===== config.mk =====
export PLATFORM = sky130hd
export DESIGN_NAME = rap_device_flat
export DESIGN_NICKNAME = d
export VERILOG_FILES = /design/src/common/rap_pkg.sv /design/src/common/rap_link_if.sv /design/src/rtl/rap_device.sv /design/src/flat_wrapper.sv
export SDC_FILE = /design/constraint.sdc
export NUM_CORES = 1
export LEC_CHECK = 0
export ABC_AREA = 1
export ABC_CLOCK_PERIOD_IN_PS = 2800
export BUFFER_PORTS_ARGS = -buffer_cell sky130_fd_sc_hd__buf_4
export CORE_MARGIN = 2
export CORE_UTILIZATION = 55
export CTS_BUF_LIST = sky130_fd_sc_hd__clkbuf_2
export DETAILED_ROUTE_END_ITERATION = 8
export PLACE_DENSITY = 0.71
export SLEW_MARGIN = 20
export SYNTH_ARGS = -nofsm -noshare
export SYNTH_HDL_FRONTEND = slang
export SYNTH_SLANG_ARGS = --single-unit

===== constraint.sdc =====
create_clock -name ref_clk -period 2.8 [get_ports ref_clk]
set_input_delay 0.56 -clock ref_clk [delete_from_list [all_inputs] [get_ports ref_clk]]
set_output_delay 0.56 -clock ref_clk [all_outputs]
set_load 0.02 [all_outputs]

===== src/common/rap_pkg.sv =====
// Purpose: shared constants, types and helpers for the read/auto-precharge
//          link between the memory device end and the controller end
// Assumes: one clock at 40 MHz; times held in picoseconds
// Notes:   timing defaults are plain values, override per speed grade
package rap_pkg;
  localparam int unsigned CK_PS       = 25000;
  localparam int unsigned T_RAS_PS    = 40000;
  localparam int unsigned T_RTP_PS    = 7500;
  localparam int unsigned T_RP_PS     = 12500;
  localparam int unsigned BANKS       = 8;
  localparam int unsigned BANK_W      = 3;
  localparam int unsigned ADDR_W      = 14;
  localparam int unsigned AP_BIT      = 10;
  localparam int unsigned DATA_W      = 16;
  localparam int unsigned BYTE_W      = 8;
  localparam int unsigned CNT_W       = 8;
  localparam int unsigned LAT_W       = 3;
  localparam int unsigned RL_MAX      = 16;
  localparam logic [CNT_W-1:0] MIN_PF_GAP = 8'h02;
  localparam logic [CNT_W-1:0] BL8_PF_OFS = 8'h02;
  localparam logic [CNT_W-1:0] WR_EXTRA   = 8'h02;
  localparam logic [CNT_W-1:0] HALF_BL4   = 8'h02;
  localparam logic [CNT_W-1:0] HALF_BL8   = 8'h04;
  localparam logic [CNT_W-1:0] CNT_ONE    = 8'h01;
  localparam logic [CNT_W-1:0] CNT_ZERO   = 8'h00;

  typedef enum logic [2:0] {c_nop, c_act, c_rd, c_wr, c_pre} cmd_type;

  // least time, rounded up to whole clocks, never below one
  function automatic logic [CNT_W-1:0] cyc_up(input int unsigned ps);
    int unsigned c;
    c = (ps + CK_PS - 1) / CK_PS;
    if (c == 0) c = 1;
    return c[CNT_W-1:0];
  endfunction

  function automatic logic [CNT_W-1:0] half_bl(input logic bl8);
    return bl8 ? HALF_BL8 : HALF_BL4;
  endfunction

  function automatic logic [CNT_W-1:0] max2(input logic [CNT_W-1:0] a,
                                            input logic [CNT_W-1:0] b);
    return (a > b) ? a : b;
  endfunction

  function automatic logic [CNT_W-1:0] sat_inc(input logic [CNT_W-1:0] x);
    return (&x) ? x : x + CNT_ONE;
  endfunction
endpackage


===== src/common/rap_link_if.sv =====
// Purpose: command and read-data wires between controller and device
// Assumes: both ends on ref_clk
// Notes:   data and strobe pins carry output enables; bench resolves wires
`timescale 1ns/10ps
`default_nettype none
interface rap_link_if;
  import rap_pkg::*;
  cmd_type                 cmd;
  logic [BANK_W-1:0]       bank;
  logic [ADDR_W-1:0]       addr;
  logic [DATA_W-1:0]       dq;
  logic                    dq_oe;
  logic                    dqs_lo;
  logic                    dqs_hi;
  logic                    dqs_oe;

  modport dev (input cmd, bank, addr,
               output dq, dq_oe, dqs_lo, dqs_hi, dqs_oe);
  modport ctl (output cmd, bank, addr,
               input dq, dq_oe, dqs_lo, dqs_hi, dqs_oe);
endinterface
`default_nettype wire


===== src/rtl/rap_device.sv =====
// Purpose: memory device end: bank state, auto precharge scheduling and
//          read data return
// Assumes: commands sampled on ref_clk; one data word per clock per beat
// Notes:   activate to a bank that is not idle is ignored
`timescale 1ns/10ps
`default_nettype none
// Overview of operation
// - read with A10 high means auto precharge
// - precharge at AL plus BL/2 when allowed
// - postpone precharge until tRAS and tRTP met
// - tRP counts from the actual precharge start
// - BL4: ACT after AL plus ceil(tRTP+tRP)
// - BL8: ACT after AL+2 plus ceil(tRTP+tRP)
// - round the tRTP+tRP clock count upward
// - precharge never before two clocks after prefetch
// - other banks keep working during auto precharge
// - read other bank after BL/2 clocks
// - write other bank after BL/2+2 clocks
// - precharge/activate other bank after one clock
// - plain read to precharge spacing formula
// - lower strobe with lower byte, upper with upper
// - read data after AL plus CL clocks
// - tRTP counted from last prefetch edge
module rap_device #(
  parameter int unsigned RAS_PS = rap_pkg::T_RAS_PS,
  parameter int unsigned RTP_PS = rap_pkg::T_RTP_PS,
  parameter int unsigned RP_PS  = rap_pkg::T_RP_PS
) (
  // clock and reset
  input  wire logic                         ref_clk,
  input  wire logic                         nrst,
  // mode settings
  input  wire logic [rap_pkg::LAT_W-1:0]    add_lat,
  input  wire logic [rap_pkg::LAT_W-1:0]    cas_lat,
  input  wire logic                         burst8,
  // status
  output logic      [rap_pkg::BANKS-1:0]    bank_idle,
  // link
  rap_link_if.dev                           link
);
  import rap_pkg::*;

  typedef enum logic [1:0] {b_idle, b_open, b_apwait, b_prech} bank_st_type;

  localparam logic [CNT_W-1:0] RAS_CYC = cyc_up(RAS_PS);
  localparam logic [CNT_W-1:0] RTP_CYC = cyc_up(RTP_PS);
  localparam logic [CNT_W-1:0] RP_CYC  = cyc_up(RP_PS);

  bank_st_type      st_q   [BANKS];
  bank_st_type      st_d   [BANKS];
  logic [CNT_W-1:0] act_q  [BANKS];
  logic [CNT_W-1:0] act_d  [BANKS];
  logic [CNT_W-1:0] rd_q   [BANKS];
  logic [CNT_W-1:0] rd_d   [BANKS];
  logic [CNT_W-1:0] lp_q   [BANKS];
  logic [CNT_W-1:0] lp_d   [BANKS];
  logic [CNT_W-1:0] rp_q   [BANKS];
  logic [CNT_W-1:0] rp_d   [BANKS];

  logic [CNT_W-1:0] al_c;
  logic [CNT_W-1:0] sched_c;
  logic [CNT_W-1:0] pf_c;
  logic             rd_hit;

  assign al_c    = CNT_W'(add_lat);
  assign sched_c = al_c + half_bl(burst8);
  // last prefetch edge: AL for BL4, AL+2 for BL8
  assign pf_c    = al_c + (burst8 ? BL8_PF_OFS : CNT_ZERO);

  always_comb begin
    for (int b = 0; b < BANKS; b++) begin
      logic hit;
      hit      = (link.bank == BANK_W'(b));
      st_d[b]  = st_q[b];
      act_d[b] = sat_inc(act_q[b]);
      rd_d[b]  = sat_inc(rd_q[b]);
      lp_d[b]  = lp_q[b];
      rp_d[b]  = sat_inc(rp_q[b]);
      // each bank runs on its own, so auto precharge overlaps others
      case (st_q[b])
        b_idle: begin
          if (hit && link.cmd == c_act) begin
            st_d[b]  = b_open;
            act_d[b] = CNT_ONE;
          end
        end
        b_open: begin
          if (hit && link.cmd == c_rd) begin
            rd_d[b] = CNT_ONE;
            lp_d[b] = pf_c;
            if (link.addr[AP_BIT]) begin
              st_d[b] = b_apwait;
            end
          end else if (hit && link.cmd == c_pre) begin
            st_d[b] = b_prech;
            rp_d[b] = CNT_ONE;
          end
        end
        b_apwait: begin
          // start at scheduled edge, else first edge where all limits hold
          if (rd_q[b] >= sched_c &&
              act_q[b] >= RAS_CYC &&
              rd_q[b] >= lp_q[b] + max2(RTP_CYC, MIN_PF_GAP))
          begin
            st_d[b] = b_prech;
            rp_d[b] = CNT_ONE;
          end
        end
        b_prech: begin
          if (rp_q[b] >= RP_CYC) begin
            st_d[b] = b_idle;
            // the edge that completes tRP may already carry the activate
            if (hit && link.cmd == c_act) begin
              st_d[b]  = b_open;
              act_d[b] = CNT_ONE;
            end
          end
        end
        default: st_d[b] = b_idle;
      endcase
    end
  end

  always_ff @(posedge ref_clk or negedge nrst) begin
    if (!nrst) begin
      for (int b = 0; b < BANKS; b++) begin
        st_q[b]  <= b_idle;
        act_q[b] <= CNT_ZERO;
        rd_q[b]  <= CNT_ZERO;
        lp_q[b]  <= CNT_ZERO;
        rp_q[b]  <= CNT_ZERO;
      end
    end else begin
      for (int b = 0; b < BANKS; b++) begin
        st_q[b]  <= st_d[b];
        act_q[b] <= act_d[b];
        rd_q[b]  <= rd_d[b];
        lp_q[b]  <= lp_d[b];
        rp_q[b]  <= rp_d[b];
      end
    end
  end

  always_comb begin
    for (int b = 0; b < BANKS; b++) begin
      bank_idle[b] = (st_q[b] == b_idle) ||
                     (st_q[b] == b_prech && rp_q[b] >= RP_CYC);
    end
  end

  // read return: a latency line of flags and addresses, then a burst
  logic [RL_MAX-1:0]  lat_q;
  logic [RL_MAX-1:0]  lat_d;
  logic [ADDR_W-1:0]  la_q  [RL_MAX];
  logic [ADDR_W-1:0]  la_d  [RL_MAX];
  logic [CNT_W-1:0]   beat_q;
  logic [CNT_W-1:0]   beat_d;
  logic [DATA_W-1:0]  dq_q;
  logic [DATA_W-1:0]  dq_d;
  logic               oe_q;
  logic               oe_d;
  logic               slo_q;
  logic               slo_d;
  logic               shi_q;
  logic               shi_d;
  logic [LAT_W:0]     rl_c;
  logic [LAT_W:0]     tap_c;

  assign rd_hit = (link.cmd == c_rd) &&
                  (st_q[link.bank] == b_open);
  assign rl_c   = {1'b0, add_lat} + {1'b0, cas_lat};
  assign tap_c  = (rl_c == '0) ? '0 : rl_c - 1'b1;

  always_comb begin
    lat_d    = {lat_q[RL_MAX-2:0], rd_hit};
    la_d[0]  = link.addr;
    for (int i = 1; i < RL_MAX; i++) begin
      la_d[i] = la_q[i-1];
    end
    beat_d = beat_q;
    dq_d   = dq_q;
    oe_d   = 1'b0;
    slo_d  = 1'b0;
    shi_d  = 1'b0;
    // reads are spaced by at least BL/2, so bursts never overlap
    if (lat_q[tap_c]) begin
      beat_d = CNT_ONE;
      dq_d   = DATA_W'(la_q[tap_c]);
      oe_d   = 1'b1;
    end else if (oe_q && beat_q < half_bl(burst8)) begin
      beat_d = beat_q + CNT_ONE;
      dq_d   = dq_q + DATA_W'(1);
      oe_d   = 1'b1;
      // both strobes start low on the first beat and toggle on each later beat, each framing its own byte lane
      slo_d  = ~slo_q;
      shi_d  = ~shi_q;
    end
  end

  always_ff @(posedge ref_clk or negedge nrst) begin
    if (!nrst) begin
      lat_q  <= '0;
      beat_q <= CNT_ZERO;
      dq_q   <= '0;
      oe_q   <= 1'b0;
      slo_q  <= 1'b0;
      shi_q  <= 1'b0;
      for (int i = 0; i < RL_MAX; i++) begin
        la_q[i] <= '0;
      end
    end else begin
      lat_q  <= lat_d;
      beat_q <= beat_d;
      dq_q   <= dq_d;
      oe_q   <= oe_d;
      slo_q  <= slo_d;
      shi_q  <= shi_d;
      for (int i = 0; i < RL_MAX; i++) begin
        la_q[i] <= la_d[i];
      end
    end
  end

  assign link.dq     = dq_q;
  assign link.dq_oe  = oe_q;
  assign link.dqs_lo = slo_q;
  assign link.dqs_hi = shi_q;
  assign link.dqs_oe = oe_q;
endmodule // rap_device
`default_nettype wire


===== src/flat_wrapper.sv =====
// flat-port wrapper written by rule: the top's interface ports become plain ports
module rap_device_flat import rap_pkg::*;
#(
  parameter int unsigned RAS_PS = rap_pkg::T_RAS_PS,
  parameter int unsigned RTP_PS = rap_pkg::T_RTP_PS,
  parameter int unsigned RP_PS  = rap_pkg::T_RP_PS
)
  (ref_clk, nrst, add_lat, cas_lat, burst8, bank_idle, link_cmd, link_bank, link_addr, link_dq, link_dq_oe, link_dqs_lo, link_dqs_hi, link_dqs_oe);
  rap_link_if link_i ();
  input  wire logic ref_clk;
  input  wire logic nrst;
  input  wire logic [rap_pkg::LAT_W-1:0] add_lat;
  input  wire logic [rap_pkg::LAT_W-1:0] cas_lat;
  input  wire logic burst8;
  output logic      [rap_pkg::BANKS-1:0] bank_idle;
  input wire logic [$bits(link_i.cmd)-1:0] link_cmd;
  input wire logic [$bits(link_i.bank)-1:0] link_bank;
  input wire logic [$bits(link_i.addr)-1:0] link_addr;
  output wire logic [$bits(link_i.dq)-1:0] link_dq;
  output wire logic [$bits(link_i.dq_oe)-1:0] link_dq_oe;
  output wire logic [$bits(link_i.dqs_lo)-1:0] link_dqs_lo;
  output wire logic [$bits(link_i.dqs_hi)-1:0] link_dqs_hi;
  output wire logic [$bits(link_i.dqs_oe)-1:0] link_dqs_oe;
  assign link_i.cmd = link_cmd;
  assign link_i.bank = link_bank;
  assign link_i.addr = link_addr;
  assign link_dq = link_i.dq;
  assign link_dq_oe = link_i.dq_oe;
  assign link_dqs_lo = link_i.dqs_lo;
  assign link_dqs_hi = link_i.dqs_hi;
  assign link_dqs_oe = link_i.dqs_oe;
  rap_device #(.RAS_PS(RAS_PS), .RTP_PS(RTP_PS), .RP_PS(RP_PS)) u_core (.ref_clk(ref_clk), .nrst(nrst), .add_lat(add_lat), .cas_lat(cas_lat), .burst8(burst8), .bank_idle(bank_idle), .link(link_i));
endmodule

==> results.md <==
- Syn Std Cell Area: 25890 µm²
- Unique masters post-synth: 54
- Clock transition at path regs: 110 ps
- Clock root buffer: clkbuf_2
- H-tree levels: 4
- Synth Area in Compound Gates: 11.14%
- Max-Cap Viols: 0
- Final Hold Violating Endpoints: 0
- Failing checks: setup timing
- Post-synthesis simple-gate area fraction: 21.71%
- Share of layout cells above drive strength 1: 14.64%
- Int Pwr: 15.65 mW
- Most frequent cells in the layout: dfrtp_1 (505), inv_1 (422), nand2_1 (417)
- CORE AREA: 46560 µm²
- CP Data Arrival Time: 2710 ps
- Tightest Pin Transition: 998.8 ps
- Final setup fails: 8
- DPL Wire Length: 40390 µm
- Post-synthesis area per instance: 8.682 µm²
- Die width: 221.0 µm
- Fin area: 29860 µm²
- Post-Route Skew: 71.28 ps
- Via-to-Cell Ratio: 5.453
- Gate power share: 41.1%
- Multi-input gate area: 11280 µm²
- Critical path data required time: 2240 ps
- Flop2flop setup slack: 120 ps
- WS Path Type: reg2out
- Hold path cells: 12
- Post-synth EDFFs: 0
- Hold EP: u_core.link.dq[2]$_DFFE_PN0P_
- Xor/xnor share of the synthesized area: 1.962%
- Slew Limit Fails: 0
- GRT Util Overall: 25.64%
- Worst hold path type: in2reg
- Non-filler cells, final: 3993
- CTS max path bufs: 3
- Layout fillers: 3884
- Run status: finished with violations
- Synth area leaders: dfrtp_1 (49%), ha_1 (7.9%), inv_1 (6.5%)
- Final net count: 3469
- Pwr/cell area: 900.2 nW/µm²
- Clock network power share: 20.2%
- Final Worst Setup Slack: -472.9 ps
- Reg2Reg Depth: 17
- Sw Pwr: 11.24 mW
- Top cell type's share of synthesized area: 49.00%
- Commonest non-fill, non-tap cell in the layout: dfrtp_1
- Post-synthesis mux area share: 0%
- FF-to-FF End: u_core.rp_q[45]$_DFF_PN0_
- Syn Inst Count: 2982
- Leakage: 14.47 nW
- Fmax: 305.5 MHz
- PortBufs: 56
- CP Max Fanout: 4
- Largest family of logic cells by synthesized area: simple AND/OR/NAND/NOR gates
- FFs w/ async S/R, synth: 100.0%
- Switching share of power: 41.80%
- TritonCTS clock tree: yes
- IR drop worst, VDD: 0.6827 mV
- Overall power: 26.88 mW
- Min-delay src: cas_lat[2]
- Flop pwr share: 38.6%
- Starting Density: 55.61%
- Max_slew headroom: 33.41%
- Synth area leader: dfrtp_1
- Net Count, Synth: 3176
- Pin count of the biggest net entering global routing: 100
- Area growth from synthesis to layout: 15.35%
- Vias: 21.77k
- FF+latch count, synth: 507
- Final min period: 3273 ps
- FF-to-FF Start: u_core.rp_q[40]$_DFF_PN0_
- Drt drc: 0
- Final WL: 61200 µm
- First-pass GRT wire length: 103900 µm
- Wire per inst: 15.33 µm
- Clock sinks: 507
- DR iter-0 viols: 1640
- Die area: 48820 µm²
- DRT Pass-1 Iters: 8
- Unrepaired setup endpoints after global routing: true
- Initial antenna violation count: 2
- Reg area: 12690 µm²
- Adder-Cell Fraction of Synth Area: 8.032%
- Placed Cells: 3654
- IO Pins: 57
- DIE HEIGHT: 221.0 µm
- DP Area: 27530 µm²
- Most common flop cell mapped by yosys: dfrtp_1
- Number of synthesis warnings: 0
- Gpl congestion: 0.8975
- Inserted Clock Buffers: 134
- Total congestion overflow: 0
- Vias in the first global route: 22.05k
- # rows: 79
- Setup crit end kind: output port
- Clk Latency, worst-skew pair: 1380 ps
- Setup TNS: -2810 ps
- Final ANT Viol Nets: 0
- Period utilization: 116.9%
- Share of the yosys chip area belonging to registers: 49.00%
- Startpoint Class: flip-flop
[timing repair]
| item | CTS | global route |
|---|---|---|
| gates resized for setup | 49 | 23 |
| cloned | 0 | 0 |
| pin swaps | 19 | 29 |
| hold buffers | 47 | 0 |
| setup buffers | 38 | 13 |
| setup endpoints to repair | 8 | 12 |
| endpoints found under the hold margin | 638 | 0 |
[final cells by class]
| cell class | instances | share of cell area [%] |
|---|---|---|
| tap | 607 | 2.543 |
| clock inverter | 44 | 1.039 |
| timing repair buffer | 230 | 7.172 |
| clock buffer | 192 | 3.218 |
| inverter | 452 | 5.685 |
| sequential | 507 | 42.49 |
| antenna | 11 | 0.09217 |
| multi-input combinational | 1950 | 37.76 |
[stage by stage]
| stage | hold WS, ps | setup WS (ps) | utilization (%) |
|---|---|---|---|
| after floorplan | 264.4 | 7.846 | - |
| after global placement | 350.0 | -185.1 | 59.14 |
| after detailed placement | 354.4 | -269.8 | 59.14 |
| after CTS | 172.3 | -546.9 | 63.79 |
| after global routing | 231.9 | -668.7 | 64.14 |
| final | 283.7 | -472.9 | 64.15 |
[sequential cells by signal, summed over array words and instances (netlist names)]
signal              cells
u_core.la_q            14
u_core.link.dqs_lo      1
u_core.link.dq         16
u_core.beat_q           8
u_core.lp_q            32
u_core.link.dq_oe       1
u_core.link.dqs_hi      1
u_core.act_q           64
u_core.st_q            16
u_core.la_d           210
u_core.rp_q            64
u_core.rd_q            64
u_core.lat_q           16
[Yosys cell counts, types with 4 or more instances]
| cell type | n |
|---|---|
| o21ai_0 | 202 |
| nor4_1 | 45 |
| buf_6 | 10 |
| o31ai_1 | 5 |
| a22oi_1 | 15 |
| nor2_1 | 306 |
| inv_2 | 5 |
| or2_2 | 21 |
| buf_2 | 27 |
| o211ai_1 | 35 |
| o21ai_1 | 5 |
| o2111ai_1 | 20 |
| nand3_1 | 266 |
| nand2_1 | 426 |
| o311ai_0 | 6 |
| o22ai_1 | 7 |
| nor3_1 | 80 |
| nand3b_1 | 43 |
| a211oi_1 | 28 |
| a21oi_1 | 103 |
| dfrtp_1 | 507 |
| o221ai_1 | 4 |
| a31oi_1 | 21 |
| ha_1 | 163 |
| inv_1 | 445 |
| and3_1 | 8 |
| xor2_1 | 39 |
| nand4_1 | 28 |
| xnor2_1 | 19 |
| buf_4 | 8 |
| a21boi_0 | 13 |
| nor3b_1 | 4 |
| clkbuf_1 | 26 |
[kinds of logic after synthesis]
kind of cell | after synthesis
flip-flops | 507
AO/OA/AOI/OAI | 484
buffers and inverters | 525
AND/OR/NAND/NOR | 1243
XOR/XNOR | 58
adder cells (fa/ha/maj) | 165
[per-layer routing]
layer	track usage, %	vias up	routed length, µm
met1	31.84	10418	26190
li1	-	10613	-
met5	0	-	0
met2	43.11	588	29980
met3	5.683	155	3183
met4	11.26	0	1834
[power by group through the flow]
stage	Combinational (mW)	Clock (mW)	Sequential, mW
after floorplan	7.10	0	10.1
after global placement	9.71	0	10.4
after detailed placement	10.1	0	10.5
after CTS	10.8	5.63	10.3
after global routing	12.5	6.04	10.6
final	11.1	5.44	10.4
[worst max-delay path by stage]
stage	from	end	slack, ps	cells after the start
finish	u_core.rp_q[40]$_DFF_PN0_	bank_idle[2]	-470	8
floorplan	add_lat[0]	u_core.link.dq[2]$_DFFE_PN0P_	8	18
global route	u_core.rp_q[40]$_DFF_PN0_	bank_idle[2]	-670	8
CTS	u_core.rp_q[56]$_DFF_PN0_	bank_idle[0]	-550	8
detailed placement	add_lat[0]	u_core.link.dq[1]$_DFFE_PN0P_	-270	19
global placement	add_lat[0]	u_core.link.dq[0]$_DFFE_PN0P_	-190	18
[critical path, stage by stage, from the launching register on]
cell and delay [ps]:
dfrtp_1 440, inv_2 110, ha_4 130, nand2_2 50, nor3_2 160, nand3_1 140, nand2_1 110, nand2_2 60
buf_6 130
Power figures use the tool's default switching activity.
